## config.mk

```make
export PLATFORM = sky130hd
export DESIGN_NAME = tkac_acq_ctrl
export DESIGN_NICKNAME = d
export VERILOG_FILES = /design/src/hdl/tkac_pkg.sv /design/src/hdl/tkac_integ.sv /design/src/hdl/tkac_acq_ctrl.sv
export VERILOG_INCLUDE_DIRS = /design/src /design/src/hdl
export SDC_FILE = /design/constraint.sdc
export NUM_CORES = 1
export LEC_CHECK = 0
export BUFFER_PORTS_ARGS = -buffer_cell sky130_fd_sc_hd__buf_2
export CORE_UTILIZATION = 60
export DETAILED_ROUTE_END_ITERATION = 8
export PLACE_DENSITY = 0.78
export SYNTH_ARGS = -nofsm -noshare
export SYNTH_HDL_FRONTEND = slang
export SYNTH_SLANG_ARGS = --single-unit
export TNS_END_PERCENT = 5
```

## constraint.sdc

```tcl
create_clock -name pclk -period 25.6 [get_ports pclk]
set_input_delay 3.84 -clock pclk [delete_from_list [all_inputs] [get_ports pclk]]
set_output_delay 3.84 -clock pclk [all_outputs]
set_load 0.1 [all_outputs]
```

## src/hdl/tkac_params.svh

```systemverilog
/*
 * Constants of the touch-key acquisition controller: register offsets,
 * field positions, command codes, key counts and timing figures.
 * Assumes: included by the package and by the design modules.
 */
`ifndef TKAC_PARAMS_SVH
`define TKAC_PARAMS_SVH

// ==========================================================
// Keys and timing
`define TKAC_NKEY 11
`define TKAC_KEYS_ELEVEN 4'hb
`define TKAC_KEYS_SYNC 4'ha
`define TKAC_KEYS_SEVEN 4'h7
`define TKAC_CLK_HZ 20000000
`define TKAC_PERIOD_UNIT_MS 1
`define TKAC_TEST_PERIOD_S 10
`define TKAC_BURST_MAX 12'h800
`define TKAC_DI_MIN 8'h01

// ==========================================================
// Register byte offsets
`define TKAC_OFS_MODE 8'h00
`define TKAC_OFS_PERIOD 8'h04
`define TKAC_OFS_GUARD 8'h08
`define TKAC_OFS_MASK 8'h0c
`define TKAC_OFS_DI 8'h10
`define TKAC_OFS_THRESH 8'h14
`define TKAC_OFS_CMD 8'h18
`define TKAC_OFS_DETECT 8'h1c
`define TKAC_OFS_ERROR 8'h20
`define TKAC_OFS_STATUS 8'h24

// ==========================================================
// Field positions
`define TKAC_MODE_ELEVEN 0
`define TKAC_MODE_TIMED 1
`define TKAC_MODE_EDGE 4
`define TKAC_GUARD_EN 0

// ==========================================================
// Command codes
`define TKAC_CMD_SETUP 8'h01
`define TKAC_CMD_CAL_ALL 8'h03
`define TKAC_CMD_RESET 8'h04
`define TKAC_CMD_SLEEP 8'h05
`define TKAC_CMD_STORE 8'h0a
`define TKAC_CMD_RESTORE 8'h0b
`define TKAC_CMD_ERASE 8'h0c
`define TKAC_CMD_RECOVER 8'h0d
`define TKAC_CMD_KEY_HI 4'h1

`endif

```

## src/hdl/tkac_pkg.sv

```systemverilog
/*
 * Types of the touch-key acquisition controller: states, command
 * operations and the state records of both modules.
 * Assumes: tkac_params.svh on the include path.
 */
`include "tkac_params.svh"

package tkac_pkg;

    // ==========================================================
    // Enumerations
    typedef enum logic [1:0] {
        TKAC_ACQ_IDLE = 2'b00,
        TKAC_ACQ_WAIT = 2'b01,
        TKAC_ACQ_REPORT = 2'b10
    } tkac_acq_t;

    typedef enum logic [3:0] {
        TKAC_OP_NONE = 4'h0,
        TKAC_OP_SETUP = 4'h1,
        TKAC_OP_CAL_ALL = 4'h2,
        TKAC_OP_RESET = 4'h3,
        TKAC_OP_SLEEP = 4'h4,
        TKAC_OP_STORE = 4'h5,
        TKAC_OP_RESTORE = 4'h6,
        TKAC_OP_ERASE = 4'h7,
        TKAC_OP_RECOVER = 4'h8,
        TKAC_OP_CAL_KEY = 4'h9
    } tkac_op_t;

    // ==========================================================
    // State records
    typedef struct packed {
        logic det;
        logic [7:0] cnt;
    } tkac_integ_st_t;

    typedef struct packed {
        logic s1;
        logic s2;
        logic s3;
        logic sync_lvl;
        logic edge_pend;
        tkac_acq_t acq;
        logic [3:0] key;
        logic [31:0] cyc_cnt;
        logic overrun;
        logic [31:0] test_cnt;
        logic test_start;
        logic reset_req;
        logic eeprom_err;
        logic [7:0] mode;
        logic [15:0] period;
        logic guard_en;
        logic [3:0] guard_key;
        logic [`TKAC_NKEY-1:0] mask;
        logic [7:0] di;
        logic [11:0] thresh;
        logic [7:0] last_cmd;
        logic cmd_valid;
        tkac_op_t cmd_op;
        logic [3:0] cmd_key;
        logic meas_start;
        logic [3:0] meas_key;
        logic [`TKAC_NKEY-1:0][11:0] strength;
        logic [`TKAC_NKEY-1:0] key_err;
        logic [`TKAC_NKEY-1:0] detect;
        logic owner_vld;
        logic [3:0] owner;
        logic [31:0] prdata;
        logic pready;
        logic pslverr;
    } tkac_st_t;

endpackage

```

## src/hdl/tkac_integ.sv

```systemverilog
/*
 * Detection integrator of one key: counts consecutive acquisitions that
 * disagree with the current detect state and flips it at the limit.
 * Assumes: upd is a one-cycle pulse per measurement of this key.
 */
`timescale 1ns/10ps
`include "tkac_params.svh"

module tkac_integ (
    // Clock and reset
    input wire logic pclk,
    input wire logic presetn,
    // Measurement result
    input wire logic upd,
    input wire logic over,
    input wire logic [7:0] limit,
    // Detect state
    output logic det
);

    // ==========================================================
    // State
    tkac_pkg::tkac_integ_st_t st;
    tkac_pkg::tkac_integ_st_t nx;
    logic [7:0] lim;

    assign lim = (limit == 8'h00) ? `TKAC_DI_MIN : limit;
    assign det = st.det;

    always_comb begin
        nx = st;
        if (upd) begin
            if (over != st.det) begin
                if (st.cnt + 8'h01 >= lim) begin
                    nx.det = over; // [RULE14] [RULE15]
                    nx.cnt = 8'h00;
                end else begin
                    nx.cnt = st.cnt + 8'h01;
                end
            end else begin
                nx.cnt = 8'h00;
            end
        end
    end

    always_ff @(posedge pclk or negedge presetn) begin
        if (!presetn) begin
            st <= '0;
        end else begin
            st <= nx;
        end
    end
endmodule

```

## src/hdl/tkac_acq_ctrl.sv

```systemverilog
/*
 * Touch-key acquisition controller: trigger sequencing, sync input,
 * detect integration, single-winner suppression with guard key,
 * self-test scheduling and control command decode, over an APB slave.
 * Assumes: a measurement front end answers each meas_start with one
 * meas_done pulse; self-test and setup engines report on plain inputs.
 */
// Register access over APB and the register addresses were chosen for this implementation.
// Functional notes
// RULE1: Timed cycles start one period apart
// RULE2: Zero period runs cycles back to back
// RULE3: Sync mode uses key ten pin, ten keys
// RULE4: Bit 4 selects level or edge sync
// RULE5: Low sync runs cycles, high stops after
// RULE6: Host holds low sync at least 1 ms
// RULE7: One full cycle per sync rising edge
// RULE8: Guard key touch suppresses all other keys
// RULE9: Key already in detect blocks guard
// RULE10: Internal test failure resets the device
// RULE11: Memory and register test every 10 s
// RULE12: Functional failures flagged, operation continues
// RULE13: Range check per measurement, config on load
// RULE14: Key touched after limit of crossings
// RULE15: Key released after limit of non-crossings
// RULE16: Burst over 2048 pulses is an error
// RULE17: One masked key in detect at once
// RULE18: First masked key holds until released
// RULE19: Simultaneous masked keys, strongest wins
// RULE20: Commands act at once on receipt
// RULE21: Control codes 01,03,04,05,1k decoded
// RULE22: Nonvolatile codes 0A to 0D decoded
// RULE23: Mode bit selects eleven or seven keys
// RULE24: Sync input synchronised before use
`timescale 1ns/10ps
`include "tkac_params.svh"

module tkac_acq_ctrl #(
    parameter int unsigned MS_CYC = `TKAC_CLK_HZ / 1000 * `TKAC_PERIOD_UNIT_MS,
    parameter int unsigned TEST_CYC = `TKAC_TEST_PERIOD_S * `TKAC_CLK_HZ
) (
    // Clock and reset
    input wire logic pclk,
    input wire logic presetn,
    // APB slave
    input wire logic psel,
    input wire logic penable,
    input wire logic pwrite,
    input wire logic [7:0] paddr,
    input wire logic [31:0] pwdata,
    output logic [31:0] prdata,
    output logic pready,
    output logic pslverr,
    // Sync pin
    input wire logic key_ten_sense_pin,
    // Measurement front end
    output logic meas_start,
    output logic [3:0] meas_key,
    input wire logic meas_done,
    input wire logic [11:0] meas_count,
    input wire logic [11:0] meas_delta,
    // Commands
    output logic cmd_valid,
    output logic [3:0] cmd_op,
    output logic [3:0] cmd_key,
    // Self-test and setup load
    output logic test_start,
    input wire logic hw_test_fail,
    input wire logic code_crc_fail,
    input wire logic cfg_load_done,
    input wire logic cfg_load_ok,
    output logic sys_reset_req,
    // Detect outputs
    output logic [`TKAC_NKEY-1:0] key_detect
);

    // ==========================================================
    // State and decode
    tkac_pkg::tkac_st_t st;
    tkac_pkg::tkac_st_t nx;
    logic eleven, timed, edge_mode, range_bad, over;
    logic wr, rd, wr_cmd, sync_rise, go, keep, found, hit;
    logic [3:0] nkeys, best;
    logic [`TKAC_NKEY-1:0] key_en, raw, upd, grp;
    logic [11:0] bestv;
    logic [31:0] period_cyc, rdata;

    assign eleven = st.mode[`TKAC_MODE_ELEVEN];  // [RULE23]
    assign timed = !eleven || st.mode[`TKAC_MODE_TIMED];
    assign edge_mode = st.mode[`TKAC_MODE_EDGE];  // [RULE4]
    // Sync mode gives up key ten to the sync pin
    assign nkeys = !eleven ? `TKAC_KEYS_SEVEN :
                   (timed ? `TKAC_KEYS_ELEVEN : `TKAC_KEYS_SYNC);  // [RULE3] [RULE23]
    assign key_en = ~({`TKAC_NKEY{1'b1}} << nkeys);
    assign period_cyc = 32'(st.period) * MS_CYC;
    assign range_bad = (meas_count == 12'h000) || (meas_count > `TKAC_BURST_MAX);  // [RULE16]
    assign over = !range_bad && (meas_delta > st.thresh);  // [RULE14]
    assign grp = st.guard_en ? {`TKAC_NKEY{1'b1}} : st.mask;  // [RULE8] [RULE17]
    assign wr = psel && penable && pwrite && st.pready;
    assign rd = psel && penable && !pwrite && st.pready;
    assign wr_cmd = wr && (paddr == `TKAC_OFS_CMD);
    assign sync_rise = !st.sync_lvl && (st.s2 == st.s3) && st.s3;

    // ==========================================================
    // Per-key integrators
    for (genvar g = 0; g < `TKAC_NKEY; g++) begin : g_key
        assign upd[g] = (st.acq == tkac_pkg::TKAC_ACQ_WAIT) && meas_done && (st.key == 4'(g));
        tkac_integ u_integ (
            .pclk(pclk),
            .presetn(presetn),
            .upd(upd[g]),
            .over(over),
            .limit(st.di),
            .det(raw[g])
        );
    end

    // ==========================================================
    // Command decode
    function automatic tkac_pkg::tkac_op_t decode(input logic [7:0] b);
        case (b)
            `TKAC_CMD_SETUP: decode = tkac_pkg::TKAC_OP_SETUP;
            `TKAC_CMD_CAL_ALL: decode = tkac_pkg::TKAC_OP_CAL_ALL;
            `TKAC_CMD_RESET: decode = tkac_pkg::TKAC_OP_RESET;
            `TKAC_CMD_SLEEP: decode = tkac_pkg::TKAC_OP_SLEEP;
            `TKAC_CMD_STORE: decode = tkac_pkg::TKAC_OP_STORE;
            `TKAC_CMD_RESTORE: decode = tkac_pkg::TKAC_OP_RESTORE;
            `TKAC_CMD_ERASE: decode = tkac_pkg::TKAC_OP_ERASE;
            `TKAC_CMD_RECOVER: decode = tkac_pkg::TKAC_OP_RECOVER;
            default: decode = (b[7:4] == `TKAC_CMD_KEY_HI && b[3:0] < `TKAC_KEYS_ELEVEN)
                              ? tkac_pkg::TKAC_OP_CAL_KEY : tkac_pkg::TKAC_OP_NONE;
        endcase
    endfunction

    // ==========================================================
    // Register read mux
    always_comb begin
        rdata = 32'h0000_0000;
        hit = 1'b1;
        case (paddr)
            `TKAC_OFS_MODE: rdata[7:0] = st.mode;
            `TKAC_OFS_PERIOD: rdata[15:0] = st.period;
            `TKAC_OFS_GUARD: rdata[7:0] = {st.guard_key, 3'h0, st.guard_en};
            `TKAC_OFS_MASK: rdata[`TKAC_NKEY-1:0] = st.mask;
            `TKAC_OFS_DI: rdata[7:0] = st.di;
            `TKAC_OFS_THRESH: rdata[11:0] = st.thresh;
            `TKAC_OFS_CMD: rdata[7:0] = st.last_cmd;
            `TKAC_OFS_DETECT: rdata[`TKAC_NKEY-1:0] = st.detect;
            `TKAC_OFS_ERROR: rdata[`TKAC_NKEY-1:0] = st.key_err;  // [RULE12]
            `TKAC_OFS_STATUS: rdata[4:0] = {st.reset_req, st.sync_lvl, st.eeprom_err,
                                            st.overrun, st.acq != tkac_pkg::TKAC_ACQ_IDLE};
            default: hit = 1'b0;
        endcase
    end

    // ==========================================================
    // Next state
    always_comb begin
        nx = st;
        go = 1'b0;
        keep = 1'b0;
        found = 1'b0;
        best = 4'h0;
        bestv = 12'h000;
        nx.meas_start = 1'b0;
        nx.cmd_valid = 1'b0;
        nx.test_start = 1'b0;
        // Sync pin: three flops, level accepted when second and third agree
        nx.s1 = key_ten_sense_pin;  // [RULE24]
        nx.s2 = st.s1;
        nx.s3 = st.s2;
        if (st.s2 == st.s3) begin
            nx.sync_lvl = st.s3;  // [RULE24]
        end
        // APB: zero wait states, data caught in setup
        nx.pready = psel && !penable;
        if (psel && !penable) begin
            nx.prdata = rdata;
            nx.pslverr = !hit;
        end
        if (wr) begin
            case (paddr)
                `TKAC_OFS_MODE: nx.mode = pwdata[7:0];
                `TKAC_OFS_PERIOD: nx.period = pwdata[15:0];
                `TKAC_OFS_GUARD: begin
                    nx.guard_en = pwdata[`TKAC_GUARD_EN];
                    nx.guard_key = pwdata[7:4];
                end
                `TKAC_OFS_MASK: nx.mask = pwdata[`TKAC_NKEY-1:0];
                `TKAC_OFS_DI: nx.di = pwdata[7:0];
                `TKAC_OFS_THRESH: nx.thresh = pwdata[11:0];
                `TKAC_OFS_CMD: begin
                    nx.last_cmd = pwdata[7:0];
                    nx.cmd_valid = 1'b1;  // [RULE20]
                    nx.cmd_op = decode(pwdata[7:0]);  // [RULE21] [RULE22]
                    nx.cmd_key = pwdata[3:0];
                end
                default: nx.mode = st.mode;
            endcase
        end
        if (rd && paddr == `TKAC_OFS_STATUS) begin
            nx.overrun = 1'b0;
        end
        // Cycle timer measured from each cycle start
        if (st.cyc_cnt != 32'hffff_ffff) begin
            nx.cyc_cnt = st.cyc_cnt + 32'h0000_0001;
        end
        if (timed && st.period != 16'h0000 && st.acq != tkac_pkg::TKAC_ACQ_IDLE
            && st.cyc_cnt == period_cyc) begin
            nx.overrun = 1'b1;
        end
        // Acquisition sequencer
        unique case (st.acq)
            tkac_pkg::TKAC_ACQ_IDLE: begin
                if (timed) begin
                    go = (st.period == 16'h0000) || (st.cyc_cnt >= period_cyc);  // [RULE1] [RULE2]
                end else if (edge_mode) begin
                    go = st.edge_pend;  // [RULE7]
                end else begin
                    go = !st.sync_lvl;  // [RULE5]
                end
                if (go) begin
                    nx.acq = tkac_pkg::TKAC_ACQ_WAIT;
                    nx.key = 4'h0;
                    nx.meas_key = 4'h0;
                    nx.meas_start = 1'b1;
                    nx.cyc_cnt = 32'h0000_0001;  // [RULE1]
                    nx.edge_pend = 1'b0;
                end
            end
            tkac_pkg::TKAC_ACQ_WAIT: begin
                if (meas_done) begin
                    if (st.key < `TKAC_KEYS_ELEVEN) begin
                        nx.strength[st.key] = over ? meas_delta : 12'h000;
                        nx.key_err[st.key] = range_bad;  // [RULE13] [RULE16]
                    end
                    if (st.key >= nkeys - 4'h1) begin
                        nx.acq = tkac_pkg::TKAC_ACQ_REPORT;
                    end else begin
                        nx.key = st.key + 4'h1;
                        nx.meas_key = st.key + 4'h1;
                        nx.meas_start = 1'b1;
                    end
                end
            end
            tkac_pkg::TKAC_ACQ_REPORT: begin
                // Current owner holds while still touched
                keep = st.owner_vld && raw[st.owner] && grp[st.owner] && key_en[st.owner];  // [RULE18] [RULE9]
                for (int i = 0; i < `TKAC_NKEY; i++) begin
                    if (raw[i] && grp[i] && key_en[i] && (!found || st.strength[i] > bestv)) begin
                        found = 1'b1;  // [RULE19]
                        best = 4'(i);
                        bestv = st.strength[i];
                    end
                end
                if (st.guard_en && st.guard_key < nkeys && raw[st.guard_key]) begin
                    best = st.guard_key;  // [RULE8]
                end
                nx.owner_vld = keep || found;
                nx.owner = keep ? st.owner : best;  // [RULE18]
                nx.detect = (raw & key_en & ~grp)
                          | (nx.owner_vld ? ({{(`TKAC_NKEY-1){1'b0}}, 1'b1} << nx.owner)
                                          : {`TKAC_NKEY{1'b0}});  // [RULE17]
                nx.acq = tkac_pkg::TKAC_ACQ_IDLE;
            end
            default: nx.acq = tkac_pkg::TKAC_ACQ_IDLE;
        endcase

        // Edge seen during a cycle is kept for the next one; set wins
        if (edge_mode && sync_rise) begin
            nx.edge_pend = 1'b1;  // [RULE7]
        end

        // Periodic memory and register test
        if (st.test_cnt >= TEST_CYC - 1) begin
            nx.test_cnt = 32'h0000_0000;
            nx.test_start = 1'b1;  // [RULE11]
        end else begin
            nx.test_cnt = st.test_cnt + 32'h0000_0001;
        end
        if (hw_test_fail || code_crc_fail) begin
            nx.reset_req = 1'b1;  // [RULE10]
        end
        if (cfg_load_done) begin
            nx.eeprom_err = !cfg_load_ok;  // [RULE13] [RULE12]
        end
    end

    always_ff @(posedge pclk or negedge presetn) begin
        if (!presetn) begin
            st <= '0;
        end else begin
            st <= nx;
        end
    end

    // ==========================================================
    // Outputs
    assign prdata = st.prdata;
    assign pready = st.pready;
    assign pslverr = st.pslverr;
    assign meas_start = st.meas_start;
    assign meas_key = st.meas_key;
    assign cmd_valid = st.cmd_valid;
    assign cmd_op = st.cmd_op;
    assign cmd_key = st.cmd_key;
    assign test_start = st.test_start;
    assign sys_reset_req = st.reset_req;
    assign key_detect = st.detect;
endmodule

```

==> results of run 1 <==
metal layers:
layer | wire [um] | track usage | up-vias
met3 | 4985 | 0.05709 | 214
met2 | 36380 | 0.5160 | 768
met5 | 10 | 0 | -
met4 | 3275 | 0.1415 | 2
met1 | 31270 | 0.3831 | 11680
li1 | - | - | 11210
cells in the final DEF (no fill, tap or decap), drive strengths merged, types with 56 or more instances in the layout:
cell	count
dfrtp	433
nand2	406
ha	345
o21ai	294
inv	263
nor2	189
buf	140
a21oi	110
mux2	91
xor2	81
nand3	80
a32o	78
clkbuf	78
xnor2	71
mux2i	71
nand2b	56
repair_timing:
action / in CTS / in global routing
endpoints found under the setup margin: 0 / 15
gates resized for setup: 0 / 9
hold buffers: 0 / 0
setup buffers: 0 / 10
area by class of cell:
class                      count  share of cell area
timing repair buffer         140             0.02563
inverter                     262             0.03044
multi-input combinational   2356              0.5333
clock buffer                  78             0.04658
tap                          664             0.02571
sequential                   433              0.3353
clock inverter                11            0.003020
stage by stage:
step	power, W	setup WS (ns)	hold slack [ns]
final	0.001710	1.717	0.3477
after global routing	0.001779	0.05708	0.3519
after CTS	0.001718	0.07982	0.3482
after floorplan	0.0009477	3.361	0.3312
after detailed placement	0.001019	0.3596	0.3372
after global placement	0.001008	1.022	0.3395
cells by family (layout without fill, tap and decap cells):
family                     Yosys count  after routing  share of synthesized area
and+or+nand+nor                    954            954                     0.1477
AOI/OAI and AO/OA                  684            684                     0.1508
DFF                                433            433                     0.3637
buffers and inverters              429            491                    0.06190
adders and majority gates          381            381                     0.1687
muxes                              165            165                    0.06228
xor gates and xnor gates           152            152                    0.04468
other                                1             20                  0.0001259
critical path: cells and delay by family (launching register included):
family	cells	cell delay [ns]
AOI/OAI and AO/OA	43	10.12
DFF	1	0.53
adders and majority gates	10	2.86
and+or+nand+nor	38	5.92
buffers and inverters	11	1.58
muxes	9	2.68
power by group:
part / leakage [nW] / switching (W) / total, W / internal [W]
logic: 9.56 / 0.000188 / 0.000266 / 0.0000784
registers: 5.78 / 0.0000329 / 0.000744 / 0.000711
clock network: 0.791 / 0.000288 / 0.000699 / 0.000411
worst max path at each step:
stage	from	endpoint	slack, ns	depth (start not counted)
global placement	g_key[0].u_integ.det	key_detect[7]	1.02	104
CTS	g_key[0].u_integ.det	key_detect[7]	0.08	104
finish	g_key[0].u_integ.det	key_detect[7]	1.72	111
global route	g_key[0].u_integ.det	key_detect[7]	0.06	111
floorplan	st[250]	key_detect[7]	3.36	115
detailed placement	g_key[0].u_integ.det	key_detect[7]	0.36	104
==> flow_summary_export.csv, run 1 <==
group,metric,value,unit
run_status,status,"finished clean",
placement,place_area,30590,um^2
setup_path,r2r-end,"key_detect[7]",
hold_path,hp-start,"nx[352]",
die,pin_count,136,
cells_and_area,antennaDiodeCount,0,
cells_and_area,nFillCells,3906,
logic_synthesis,synth_cells,3199,
setup_path,reg2reg_depth,111,
route,drtAntennaViolNets,0,
logic_synthesis,netlist_area,29790,um^2
timing,finalCritPeriodShare,0.9329,
route,drtPass1Iterations,5,
cells_and_area,multiInputGateArea,17230,um^2
logic_synthesis,synthTopCellsByArea,"dfrtp_1 36%, ha_1 14%, nand2_1 5.1%",
logic_synthesis,synth_edf_count,0,
setup_path,path_class,"reg -> reg",
timing,tightestPinTransition,1.233,ns
placement,place_inst,3845,
setup_path,cpPeakStageDelay,0.60,ns
timing,rsz0062_at_grt,"false",
logic_synthesis,netlist.top_cell.by_area,"dfrtp_1",
cts,cts_tree,"done",
logic_synthesis,async_flop_share,1.000,
setup_path,worstPathMaxFanout,17,
cts,cts_sinks,433,
setup_path,worstReg2RegStart,"g_key[0].u_integ.det",
cts,clkLatencyLatePin,0.59,ns
placement,place.gp.congestion,0.9432,
logic_synthesis,synth-main-ff-cell,"dfrtp_1",
pwr,pwr_density_cell,52.91,nW/um^2
die,start_util,0.6086,
cells_and_area,area_growth,8.454,%
global_routing,grt_usage,0.3071,
setup_path,cp_data_required_time,26.09,ns
global_routing,grt_max_degree,177,
die,dieArea,50550,um^2
die,die_w,224.8,um
die,rows,81,
timing,max_freq,41.87,MHz
global_routing,grt_overflow,0,
global_routing,grt_pass1_vias,24010,
logic_synthesis,ys_seq_area_frac,0.3637,
setup_path,rrSetupSlack,1.72,ns
global_routing,grt_pass1_wl,123900,um
hold_path,holdPathEnd,"nx[351]",
timing,fin_skew,0.01743,ns
route,wirelength,75930,um
cells_and_area,final_core_util,0.6601,
cells_and_area,regArea,10840,um^2
timing,final_hold_viol_count,0,
cts,cts_buffers,48,
global_routing,antenna_found_initial,1,
die,dieHeight,224.8,um
route,num_vias,23870,
route,avgViaCountPerCell,6.052,
timing,setup_viol,0,
cts,cts.htree.levels,2,
cts,cts_buffer_depth,3,
hold_path,hold_depth,0,
die,core,48950,um^2
cells_and_area,final_cell_count_no_fill,3944,
timing,setup_tns,0,ns
logic_synthesis,synth_top_area_share,0.3637,
logic_synthesis,synth-warning-count,0,
timing,slew-limit-headroom,0.1761,
setup_path,crit_top_cell,"ha_1",
setup_path,end_kind,"flip-flop",
timing,drv_slew,0,
flow_run,maxCapViolCount,0,
logic_synthesis,ys_seq_elements,433,
placement,port-buffer-count,103,
route,drc,0,
logic_synthesis,synth.most_common_cell,"dfrtp_1",
route,wl_per_cell,19.25,um
cts,cts-root-buf,"clkbuf_16",
pwr,power.leakage,16.13,nW
hold_path,hold_class,"reg -> reg",
cts,clk_pin_slew,0.06,ns
cells_and_area,nets,3696,
logic_synthesis,synth.avg_cell_area,9.313,um^2
setup_path,cp_data_arrival_time,24.37,ns
timing,fin_crit,23.88,ns
logic_synthesis,synthTopCellsByCount,"433 x dfrtp_1, 406 x nand2_1, 345 x ha_1",
placement,dp_hpwl,55330,um
cells_and_area,drive_gt1_frac,0.1082,
setup_path,crit_slowest_cell,"or4_1",
route,drtIter0Drc,1828,
pwr,ir_worst_vdd,0.06890,mV
setup_path,cp-start-kind,"flip-flop",
logic_synthesis,yosysUniqueCellTypes,86,
cells_and_area,design_area,32310,um^2
Note: power is estimated with default switching activity, not from simulation.
==> run 2: changes to the inputs <==
Settings changed: SYNTH_HIERARCHICAL set to 1.
==> run 2 against run 1 <==
Worst setup slack gained 0.092 ns. Wire length grew 7.8%. Clock skew grew 0.013 ns. First-iteration DRC count grew 9.6%. Total power grew 0.80%. Synthesized cell count grew 5.6%. Via count grew 5.5%.
==> flow_summary_export.csv, run 2 <==
group,metric,value,unit
die,core,51510,um^2
timing,fin_crit,23.79,ns
route,wirelength,81850,um
logic_synthesis,synth_cells,3379,
die,die_w,230.8,um
setup_path,cp-start-kind,"flip-flop",
logic_synthesis,synth-main-ff-cell,"dfrtp_1",
logic_synthesis,synth-warning-count,6,
cells_and_area,area_growth,7.720,%
timing,slew-limit-headroom,0.1355,
cells_and_area,nets,3868,
die,dieHeight,230.8,um
flow_run,maxCapViolCount,0,
route,drc,0,
logic_synthesis,netlist_area,31410,um^2
route,drtIter0Drc,2004,
logic_synthesis,synthTopCellsByArea,"dfrtp_1 34%, ha_1 14%, inv_1 4.3%",
pwr,ir_worst_vdd,0.07021,mV
logic_synthesis,yosysUniqueCellTypes,86,
cells_and_area,nFillCells,3997,
global_routing,grt_usage,0.3080,
cells_and_area,design_area,33840,um^2
logic_synthesis,synth.most_common_cell,"dfrtp_1",
route,drtAntennaViolNets,0,
cells_and_area,final_common_cell,"dfrtp_1",
global_routing,grt_pass1_wl,131100,um
cts,cts.htree.levels,2,
timing,drv_slew,0,
global_routing,grt_max_degree,104,
run_status,status,"finished clean",
cells_and_area,drive_gt1_frac,0.1354,
timing,tightestPinTransition,1.297,ns
route,avgViaCountPerCell,6.094,
hold_path,hp-start,"nx[352]",
route,num_vias,25180,
cts,clk_pin_slew,0.06,ns
route,drtPass1Iterations,5,
setup_path,cp_data_arrival_time,24.29,ns
cts,clkLatencyLatePin,0.63,ns
cts,cts-root-buf,"clkbuf_16",
placement,place.gp.congestion,0.9288,
setup_path,worstReg2RegStart,"g_key[0].u_integ/det",
logic_synthesis,ys_seq_area_frac,0.3450,
setup_path,crit_path_start,"g_key[0].u_integ/det",
placement,port-buffer-count,103,
global_routing,grt_pass1_vias,25270,
global_routing,antenna_found_initial,0,
logic_synthesis,async_flop_share,1.000,
timing,fin_skew,0.03021,ns
placement,dp_hpwl,59520,um
setup_path,path_buf_inv,5,
pwr,pwr_density_cell,50.94,nW/um^2
timing,rsz0062_at_grt,"false",
timing,max_freq,42.03,MHz
cells_and_area,multiInputGateArea,18450,um^2
logic_synthesis,ys_seq_elements,433,
logic_synthesis,netlist.top_cell.by_area,"dfrtp_1",
placement,place_area,32170,um^2
setup_path,cp_top_family,"compound AO/OA/AOI/OAI gates",
pwr,power.leakage,16.79,nW
die,start_util,0.6098,
timing,setup_viol,0,
logic_synthesis,synth_top_area_share,0.3450,
setup_path,cp_data_required_time,26.10,ns
die,dieArea,53270,um^2
logic_synthesis,synth.avg_cell_area,9.296,um^2
timing,finalCritPeriodShare,0.9293,
setup_path,crit_slowest_cell,"a311oi_4",
cells_and_area,mostFrequentLayoutCells,"433 x dfrtp_1, 364 x inv_1, 363 x nand2_1",
cts,cts_sinks,433,
timing,setup_tns,0,ns
timing,final_hold_viol_count,0,
cts,cts_buffer_depth,3,
setup_path,end_kind,"flip-flop",
global_routing,grt_overflow,0,
setup_path,cpPeakStageDelay,0.75,ns
hold_path,hold_class,"reg -> reg",
setup_path,path_class,"reg -> reg",
route,wl_per_cell,19.81,um
cts,cts_buffers,47,
die,rows,83,
die,pin_count,136,
cts,cts_tree,"done",
setup_path,worstPathMaxFanout,24,
cells_and_area,regArea,10840,um^2
logic_synthesis,synth_edf_count,0,
logic_synthesis,synthTopCellsByCount,"433 x dfrtp_1, 364 x inv_1, 363 x nand2_1",
[run 2: cell count changes in the layout (fill, tap and decap cells not counted), sizes merged, moves of 18 or more]
cell	delta
a32o	-78
a41o	+66
nand3	+39
nand2	-42
inv	+102
mux2i	-18
nor2b	+47
[run 2: cell type report]
class,count,area share
repair buffers,130,0.02152
well taps,680,0.02515
flip-flops and latches,433,0.3202
clock inverters,19,0.007063
multi-input cells,2436,0.5452
diodes,1,0.00007396
clock buffers,67,0.04023
inverters,365,0.04049
[run 2: per-stage QoR]
| step | total power (W) | worst slack, ns | util | cells | hold slack (ns) |
|---|---|---|---|---|---|
| after floorplan | 0.0009473 | 5.354 | - | 3398 | 0.3312 |
| after global placement | 0.001009 | 2.089 | 0.6246 | 4037 | 0.3358 |
| after detailed placement | 0.001022 | 1.563 | 0.6246 | 4037 | 0.3745 |
| after CTS | 0.001731 | 1.440 | 0.6557 | 4123 | 0.3885 |
| after global routing | 0.001786 | 0.1060 | 0.6568 | 4130 | 0.3879 |
| final | 0.001723 | 1.809 | 0.6569 | 4131 | 0.3795 |
[run 2: kinds of logic (layout without fill, tap and decap cells)]
logic type / Yosys count / after routing / share of synthesized area
fa+ha+maj: 381 / 381 / 0.1601
mux: 166 / 166 / 0.06146
compound gates: 715 / 715 / 0.1678
buf+inv: 529 / 581 / 0.07023
xor+xnor: 138 / 138 / 0.03848
flops: 433 / 433 / 0.3450
simple gates: 1016 / 1016 / 0.1569
other cells: 1 / 21 / 0.0001194
[run 2: worst paths after layout]
check                                    endpoint  slack, ns  depth (start not counted)
max                                 key_detect[4]       1.81                         96
min                                       nx[351]       0.38                          0
max reg2reg                         key_detect[4]       1.81                         96
min reg2reg                               nx[351]       0.38                          0
max in group asynchronous  g_key[4].u_integ/st[1]      19.41                          4
min in group asynchronous                 st[339]       3.23                          1
[run 2: report_power, final]
part	switching, W	total, W	internal (W)	leakage (nW)
Sequential	0.0000298	0.000742	0.000712	5.85
Combinational	0.000188	0.000274	0.0000863	10.2
Clock	0.000303	0.000708	0.000404	0.795
[run 2: routing by layer]
metal / vias to the layer above / share of wire / global-route usage
met5: - / 0 / 0
met4: 0 / 0.034 / 0.1153
met3: 183 / 0.077 / 0.06201
met2: 834 / 0.47 / 0.5094
met1: 12380 / 0.42 / 0.3978
li1: 11780 / - / -
[run 2: repair_timing]
item                                   4_1_cts  5_1_grt
hold buffers                                 0        0
gates resized for setup                      0        1
setup buffers                                0        5
endpoints found under the hold margin        0        0
setup endpoints to repair                    0       15
